### src/shared/ups_pkg.sv
// Shared constants and types for the start-up sequencer, both ends
// Notes on behaviour
// Leave reset only when both resets high
// Pin low one microsecond resets everything
// Core supply power-up loads register defaults
// Link always drives reset pin level
// Link holds reset low until supply stable
// Power-up default is synchronous link mode
// Start needs supplies, reference clock, reset high
// Reset pin release may be asynchronous
// Hold DIR and idle bus until lock
// After lock, check STP low first
// Keep DIR high while STP stays high
// Link drives idle one cycle after DIR
// Start-up timed from late reference clock
// No 3.3 V domain: register access only
// No core supply: inactive; reset low: standby
// Bus-powered interface keeps working without bus
// Link enters low power when bus lost
// Two-bit field sets UART regulator level
// STP wakes device from low power
// Combined reset: async assert, sync release
package ups_pkg;

  // ****************************************************************
  // Timing
  // ****************************************************************
  localparam int CLK_PERIOD_NS = 40;
  localparam int RESET_MIN_NS = 1000;
  localparam int RESET_MIN_CYC =
    (RESET_MIN_NS + CLK_PERIOD_NS - 1) / CLK_PERIOD_NS;

  // ****************************************************************
  // Bus values and defaults
  // ****************************************************************
  localparam logic [7:0] BUS_IDLE = 8'h00;
  localparam logic [1:0] UART_LEVEL_RST = 2'h0;

  // Operating modes from the supply configuration
  typedef enum logic [2:0] {
    UPS_MODE_OFF = 3'h0,
    UPS_MODE_STANDBY = 3'h1,
    UPS_MODE_REG_ONLY = 3'h2,
    UPS_MODE_FULL = 3'h3,
    UPS_MODE_INACTIVE = 3'h4
  } ups_mode_t;

  // Device start-up states, Gray coded along the path
  typedef enum logic [1:0] {
    UPS_ST_RESET = 2'b00,
    UPS_ST_WAIT_LOCK = 2'b01,
    UPS_ST_WAIT_STP = 2'b11,
    UPS_ST_RUN = 2'b10
  } ups_dev_state_t;

  // Link start-up states
  typedef enum logic [1:0] {
    UPS_LS_HOLD = 2'b00,
    UPS_LS_RELEASED = 2'b01,
    UPS_LS_READY = 2'b11,
    UPS_LS_SLEEP = 2'b10
  } ups_link_state_t;

endpackage : ups_pkg

### src/shared/ups_if.sv
// Link pins between the transceiver start-up logic and the link
interface ups_if;
  logic hwResetLowPin;
  logic dir;
  logic stp;
  logic [7:0] devData;
  logic devDataOe;
  logic [7:0] linkData;
  logic linkDataOe;

  modport dev (
    input hwResetLowPin,
    input stp,
    input linkData,
    input linkDataOe,
    output dir,
    output devData,
    output devDataOe
  );

  modport link (
    output hwResetLowPin,
    output stp,
    output linkData,
    output linkDataOe,
    input dir,
    input devData,
    input devDataOe
  );
endinterface : ups_if

### src/ups_device.sv
// Transceiver end: reset combining, supply modes and start-up handshake
module ups_device (
  // Clock and internal power-on reset
  input wire logic clk,
  input wire logic porLowN,
  // Link pins
  ups_if.dev lnk,
  // Supply and clock status
  input wire logic coreSupply1v8,
  input wire logic usbSupply3v3,
  input wire logic referenceClockIn,
  input wire logic pllLocked,
  input wire logic [1:0] uartRegulatorLevelSelIn,
  input wire logic uartLevelWrite,
  // Status
  output logic devRunning,
  output logic regAccessOnly,
  output logic standby,
  output logic syncMode,
  output logic [1:0] uartRegulatorLevelSel,
  output ups_pkg::ups_mode_t opMode
);

  // ****************************************************************
  // Reset combining
  // ****************************************************************
  logic rawRstN;
  logic [1:0] rstSync_ff;
  logic rstN;

  assign rawRstN = porLowN & lnk.hwResetLowPin;

  // Asynchronous assert, synchronous release; pin may rise anytime
  always_ff @(posedge clk or negedge rawRstN) begin
    if (!rawRstN) begin
      rstSync_ff <= 2'b00;
    end else begin
      rstSync_ff <= {rstSync_ff[0], 1'b1};
    end
  end
  assign rstN = rstSync_ff[1];

  // ****************************************************************
  // State
  // ****************************************************************
  typedef struct packed {
    ups_pkg::ups_dev_state_t st;
    logic dir;
    logic [1:0] uartLevel;
  } ups_dev_regs_t;

  ups_dev_regs_t cur_ff;
  ups_dev_regs_t nxt_cur;
  logic clkGo;

  // Reference clock taken as a synchronous level; start counts from it
  assign clkGo = referenceClockIn & coreSupply1v8;

  always_comb begin
    nxt_cur = cur_ff;
    case (cur_ff.st)
      ups_pkg::UPS_ST_RESET: begin
        nxt_cur.dir = 1'b1;
        if (clkGo) begin
          nxt_cur.st = ups_pkg::UPS_ST_WAIT_LOCK;
        end
      end
      ups_pkg::UPS_ST_WAIT_LOCK: begin
        nxt_cur.dir = 1'b1;
        if (pllLocked) begin
          nxt_cur.st = ups_pkg::UPS_ST_WAIT_STP;
        end
      end
      ups_pkg::UPS_ST_WAIT_STP: begin
        if (!pllLocked) begin
          nxt_cur.st = ups_pkg::UPS_ST_WAIT_LOCK;
        end else if (!lnk.stp) begin
          nxt_cur.dir = 1'b0;
          nxt_cur.st = ups_pkg::UPS_ST_RUN;
        end
      end
      ups_pkg::UPS_ST_RUN: begin
        nxt_cur.dir = 1'b0;
        // Interface keeps running without bus voltage
        if (!coreSupply1v8) begin
          nxt_cur.st = ups_pkg::UPS_ST_RESET;
          nxt_cur.dir = 1'b1;
        end
      end
      default: begin
        nxt_cur.st = ups_pkg::UPS_ST_RESET;
        nxt_cur.dir = 1'b1;
      end
    endcase
    if (uartLevelWrite && cur_ff.st == ups_pkg::UPS_ST_RUN) begin
      nxt_cur.uartLevel = uartRegulatorLevelSelIn;
    end
    // Core supply loss reloads every default, as a fresh power-up would
    if (!coreSupply1v8) begin
      nxt_cur.st = ups_pkg::UPS_ST_RESET;
      nxt_cur.dir = 1'b1;
      nxt_cur.uartLevel = ups_pkg::UART_LEVEL_RST;
    end
  end

  // Defaults reloaded on any reset source, including core power-up
  always_ff @(posedge clk or negedge rstN) begin
    if (!rstN) begin
      cur_ff <= '{st: ups_pkg::UPS_ST_RESET, dir: 1'b1,
                 uartLevel: ups_pkg::UART_LEVEL_RST};
    end else begin
      cur_ff <= nxt_cur;
    end
  end

  // ****************************************************************
  // Outputs
  // ****************************************************************
  logic active;
  // DIR stays up through reset only while the core supply is on; without it DIR is low and the link may drive the bus
  assign active = coreSupply1v8;

  // Without the core supply DIR is driven low and the data pins float, whatever the reset pin
  assign lnk.dir = active & cur_ff.dir;
  assign lnk.devData = ups_pkg::BUS_IDLE;
  assign lnk.devDataOe = active & cur_ff.dir;

  assign devRunning = active && cur_ff.st == ups_pkg::UPS_ST_RUN;
  assign syncMode = active;
  assign uartRegulatorLevelSel = cur_ff.uartLevel;

  always_comb begin
    if (!coreSupply1v8) begin
      opMode = usbSupply3v3 ? ups_pkg::UPS_MODE_INACTIVE
                            : ups_pkg::UPS_MODE_OFF;
    end else if (!lnk.hwResetLowPin) begin
      opMode = ups_pkg::UPS_MODE_STANDBY;
    end else if (!usbSupply3v3) begin
      opMode = ups_pkg::UPS_MODE_REG_ONLY;
    end else begin
      opMode = ups_pkg::UPS_MODE_FULL;
    end
  end
  assign regAccessOnly = opMode == ups_pkg::UPS_MODE_REG_ONLY;
  assign standby = opMode == ups_pkg::UPS_MODE_STANDBY;

endmodule : ups_device

### src/flat_wrapper.sv
// flat-port wrapper written by rule: the top's interface ports become plain ports
module ups_device_flat 
  (clk, porLowN, coreSupply1v8, usbSupply3v3, referenceClockIn, pllLocked, uartRegulatorLevelSelIn, uartLevelWrite, devRunning, regAccessOnly, standby, syncMode, uartRegulatorLevelSel, opMode, lnk_hwResetLowPin, lnk_stp, lnk_linkData, lnk_linkDataOe, lnk_dir, lnk_devData, lnk_devDataOe);
  ups_if lnk_i ();
  input wire logic clk;
  input wire logic porLowN;
  input wire logic coreSupply1v8;
  input wire logic usbSupply3v3;
  input wire logic referenceClockIn;
  input wire logic pllLocked;
  input wire logic [1:0] uartRegulatorLevelSelIn;
  input wire logic uartLevelWrite;
  output logic devRunning;
  output logic regAccessOnly;
  output logic standby;
  output logic syncMode;
  output logic [1:0] uartRegulatorLevelSel;
  output ups_pkg::ups_mode_t opMode;
  input wire logic [$bits(lnk_i.hwResetLowPin)-1:0] lnk_hwResetLowPin;
  input wire logic [$bits(lnk_i.stp)-1:0] lnk_stp;
  input wire logic [$bits(lnk_i.linkData)-1:0] lnk_linkData;
  input wire logic [$bits(lnk_i.linkDataOe)-1:0] lnk_linkDataOe;
  output wire logic [$bits(lnk_i.dir)-1:0] lnk_dir;
  output wire logic [$bits(lnk_i.devData)-1:0] lnk_devData;
  output wire logic [$bits(lnk_i.devDataOe)-1:0] lnk_devDataOe;
  assign lnk_i.hwResetLowPin = lnk_hwResetLowPin;
  assign lnk_i.stp = lnk_stp;
  assign lnk_i.linkData = lnk_linkData;
  assign lnk_i.linkDataOe = lnk_linkDataOe;
  assign lnk_dir = lnk_i.dir;
  assign lnk_devData = lnk_i.devData;
  assign lnk_devDataOe = lnk_i.devDataOe;
  ups_device u_core (.clk(clk), .porLowN(porLowN), .lnk(lnk_i), .coreSupply1v8(coreSupply1v8), .usbSupply3v3(usbSupply3v3), .referenceClockIn(referenceClockIn), .pllLocked(pllLocked), .uartRegulatorLevelSelIn(uartRegulatorLevelSelIn), .uartLevelWrite(uartLevelWrite), .devRunning(devRunning), .regAccessOnly(regAccessOnly), .standby(standby), .syncMode(syncMode), .uartRegulatorLevelSel(uartRegulatorLevelSel), .opMode(opMode));
endmodule
### config.mk
export PLATFORM = sky130hd
export DESIGN_NAME = ups_device_flat
export DESIGN_NICKNAME = d
export VERILOG_FILES = /design/src/shared/ups_pkg.sv /design/src/shared/ups_if.sv /design/src/ups_device.sv /design/src/flat_wrapper.sv
export SDC_FILE = /design/constraint.sdc
export NUM_CORES = 1
export LEC_CHECK = 0
export ABC_AREA = 0
export BUFFER_PORTS_ARGS = -buffer_cell sky130_fd_sc_hd__buf_4
export CAP_MARGIN = 20
export CORE_MARGIN = 1
export CORE_UTILIZATION = 30
export CTS_CLUSTER_SIZE = 8
export DETAILED_ROUTE_END_ITERATION = 12
export PLACE_DENSITY = 0.65
export SLEW_MARGIN = 5
export SYNTH_ARGS = -nofsm -noshare
export SYNTH_HDL_FRONTEND = slang
export SYNTH_SLANG_ARGS = --single-unit
### constraint.sdc
create_clock -name clk -period 0.8 [get_ports clk]
set_input_delay 0.08 -clock clk [delete_from_list [all_inputs] [get_ports clk]]
set_output_delay 0.08 -clock clk [all_outputs]
set_load 0.005 [all_outputs]
* Word-level counts from Yosys, hierarchy flattened
Index checks and enable logic that the tools add are counted.
** Storage, ports and cells
- Memories kept :: 0
- Logic and storage cells :: 36
- Memory bits (read-only) :: 0
- RAM bits :: 0
- Bits of input ports :: 20
- Bits in latches :: 0
- Register bits after elaboration :: 7
- Output and inout bits :: 19
** Operators by class
- Reductions and logical operators :: 5
- Equality and inequality tests :: 12
- Shifts and indexed selects :: 0
- Multiply operators :: 0
- Bitwise logic cells :: 3
- Order comparisons :: 0
- $add $sub $neg :: 0
- Muxes and demuxes :: 12
- Divide/modulo/power cells :: 0
** Operators with widths (count)
- two-way mux 3 bit :: 4
- one-hot mux 3 bit (4 select lines) :: 1
- != test 3 bit (second input constant) :: 3
- two-way mux 2 bit :: 4
- two-way mux 5 bit :: 1
- equality test 2 bit (second input constant) :: 2
- != test 4 bit (second input constant) :: 1
- AND reduction 4 bit :: 1
- AND 1 bit :: 3
- equality test 3 x 1 -> 1 bit (second input constant) :: 1
- equality test 3 x 2 -> 1 bit (second input constant) :: 1
- != test 3 x 2 -> 1 bit (second input constant) :: 1
- equality test 2 x 1 -> 1 bit (second input constant) :: 1
- logical AND 1 bit :: 2
- zero test 2 bit :: 1
- two-way mux 1 bit :: 2
- != test 2 x 1 -> 1 bit (second input constant) :: 1
- != test 2 bit (second input constant) :: 1
- AND reduction 2 bit :: 1

* Depth between registers and ports, before layout
- Word-level depth :: 4
- Gate-level depth with buffers :: 3
- Gate-level depth less buffers :: 3

* Worst setup path before layout
OpenSTA, ideal clock, no wires.
- Kind :: flip-flop to output port
- Start point :: register u_core.cur_ff[2] in the netlist's numbering
- End point :: output port lnk_dir
- Buffers on the path :: 1
- Slack :: -0.036 ns
- Cell stages (with the launch flop) :: 3
- Data required time :: 0.720 ns
- Arrival :: 0.756 ns
- Cells stage by stage :: dfstp_2 -> and2_1 -> buf_4
** On the way
- Word-level cells in the longest chain between the ends :: 1
** Ends and longest elaborated chain
- from (decl) :: line ups_device.sv:52 : ups_dev_regs_t cur_ff;
- from (signal assigned) :: line ups_device.sv:109 : cur_ff <= '{st: ups_pkg::UPS_ST_RESET, dir: 1'b1,
- from (signal assigned) :: line ups_device.sv:112 : cur_ff <= nxt_cur;
- AND 1 bit
- to (decl) :: line flat_wrapper.sv:23 : output wire logic [$bits(lnk_i.dir)-1:0] lnk_dir;
Every way passes these cells.

* Worst setup path in the final report
- Start point :: register u_core.cur_ff[2] in the netlist's numbering
- End point :: output port lnk_devDataOe
** On the way
- Word-level cells in the longest chain between the ends :: 1
** Ends and longest elaborated chain
- AND 1 bit :: line ups_device.sv:126 : assign lnk.devDataOe = active & cur_ff.dir;
- to (decl) :: line flat_wrapper.sv:25 : output wire logic [$bits(lnk_i.devDataOe)-1:0] lnk_devDataOe;
Every way passes these cells.

==> metrics.txt <==
status complete, but fails checks; violated checks setup timing; total gr overflow 0; fin util ~50%; vias per inst a little over 4; Row Count 13; mean cell area of the mapped netlist between 9 and 10 µm²; crit path time final approximately 1.1 ns; Crit path max-delay family flip-flops; crit path capture type output port; DR WL/cell slightly below 10 µm; Setup-failing EPs final 9; H-Tree Depth 1; most common cell in the netlist buf_4; # diodes 0; crit share post-route 135%; via count ~360; max incr delay on CP 0.52 ns; nets@finish 93; reg2reg start u_core.cur_ff[3]; area of the multi-input gates 198 µm²; Final ANT Viol Nets 0; unrepaired setup endpoints after global routing true; CTS Root Cell clkbuf_4; Power Density approximately 1400 mW/mm²; register area 178 µm²; Critical Path AT 1.00 ns; Clk pin slew, worst setup/hold paths 0.05 ns; Final Hold Fails 0; mapped cell area about 440 µm²; crit path cell chain and2_4 -> buf_6; # fillers between 100 and 150; Slowest-stage cell, CP dfstp_2; total core area around 0.0013 mm²; IO Count 39; Seq/Total Area, Yosys between 40% and 50%; Max-Cap Viols 0; initial antenna violation count 0; synth-to-layout area growth 53.3%; Max clock buf depth 2; WS Path Type flip-flop to output port; FF-to-FF path depth 4; top cell type by total area after synthesis dfrtp_1; first-pass GRT wire length 1.38 mm; critical path required time 0.72 ns; FF+latch count, synth 7; TNS Setup -1.25 ns; largest net degree at the start of global routing 12; CP Depth 2; layout cells sized above 1 52.8%; leakage power 0.366 nW; DRC viols 0; Tot GR Track Use roughly 14%; Max IR drop VDD 0.908 mV; Crit Path Max Fanout 2; die width ~40 µm; starting density of the core between 30% and 40%; gpl congestion 0.609; synthesized instance count between 40 and 50; Reg2Reg Setup Slack -0.13 ns; clk_skew 0.00241 ns; Yosys cell types 19; Critical Path Source Type flip-flop; Buf/Inv on CP 1; Clock Sinks 7; 1st-iter DRT viols 5; final WL between 800 and 900 µm; Reg2Reg Capture Point u_core.uartRegulatorLevelSel[0]; Post-synth EDFFs 0; top cell type's share of synthesized area 34.4%; later-pin clock latency in the skew report 0.25 ns; synth warn 0; Max Fclk 926 MHz; CTS tree built; Final WS setup -0.280 ns; Buffers on Ports 21; Synth area leaders dfrtp_1, buf_4, dfstp_2; asr flop ratio synth between 90% and 100%; HPWL Detailed 609 µm; Num CTS Buffers 3; Die Area 0.00161 mm²; die height around 40 µm; vias in the first global route approximately 330; Post-synth top cells buf_4, dfrtp_1, and2_1, inv_1; Main synth FF type dfrtp_1; Max Slew Vio Count 0; drt pass-1 iters 2; Worst Hold Class flip-flop to async pin
## worst register-to-register path: stages, from the launching register on
cell and delay (ns):
dfrtp_1 0.39, buf_6 0.13, nand3b_4 0.17, nand3_2 0.08, o21ai_2 0.05
## per-layer routing
layer | vias to the layer above | share of wire (%) | track usage (%)
li1 | 176 | - | -
met1 | 168 | 37 | 15.0
met2 | 15 | 55 | 22.2
met3 | 2 | 5.6 | 6.67
met4 | 0 | 1.4 | 7.76
met5 | - | 0 | 0
## area by class of cell
class | count | share of cell area (%)
well taps | 15 | 2.80
flip-flops and latches | 7 | 26.5
repair buffers | 28 | 35.5
multi-input cells | 30 | 29.5
clock buffers | 4 | 3.93
inverters | 3 | 1.68
## metrics by stage
step | setup slack (ns) | total power [mW] | std cells | hold WS, ns | cell area [µm²]
2_1_floorplan | -0.00883 | 0.509 | 53 | -0.114 | 469
3_3_place_gp | -0.0511 | 0.557 | 77 | -0.0208 | 552
3_5_place_dp | -0.0764 | 0.559 | 77 | -0.0164 | 552
4_1_cts | -0.292 | 0.918 | 87 | 0.0770 | 662
5_1_grt | -0.321 | 0.983 | 87 | 0.0847 | 669
6_report | -0.280 | 0.910 | 87 | 0.0783 | 669
## state kept, by name, indices dropped and copies added (netlist names)
name / flops
u_core.cur_ff: 3
u_core.rstSync_ff: 2
u_core.uartRegulatorLevelSel: 2
## placed cells by master (no fill, tap or decap), types with 2 or more instances in the layout
master          n
buf_4          20
dlygate4sd3_1   2
o21ai_2         2
and2_1          3
dfrtp_1         5
nand2_1         2
clkbuf_4        3
inv_1           3
conb_1          9
nor2b_1         2
buf_6           6
nand3_2         2
## kinds of logic (layout without fill, tap and decap cells)
logic type	count (synthesis)	in the layout	synth area share, %
flops	7	7	40.4
other cells	2	9	1.72
mux	1	1	2.29
buf+inv	16	35	24.9
simple gates	13	13	20.3
compound gates	7	7	10.3
## worst max path at each step
stage	start	endpoint	slack, ns
2_1_floorplan	u_core.cur_ff[3]	u_core.uartRegulatorLevelSel[0]	-0.009
3_3_place_gp	u_core.cur_ff[4]	devRunning	-0.05
3_5_place_dp	u_core.cur_ff[3]	u_core.uartRegulatorLevelSel[0]	-0.08
4_1_cts	u_core.cur_ff[2]	lnk_devDataOe	-0.29
5_1_grt	u_core.cur_ff[2]	lnk_devDataOe	-0.32
6_report	u_core.cur_ff[2]	lnk_devDataOe	-0.28
## where the power goes
part | switching [mW] | internal [mW] | total, mW
clock network | 0.121 | 0.190 | 0.311
logic | 0.0806 | 0.130 | 0.211
registers | 0.0140 | 0.375 | 0.389
## what timing repair did
action                                 4_1_cts  5_1_grt
buffers inserted                             4        0
endpoints found under the hold margin        2        0
pin swaps                                    4        0
gates resized for setup                     10        2
hold buffers                                 2        0
setup endpoints to repair                    9       10
Note: power is estimated with default switching activity, not from simulation.
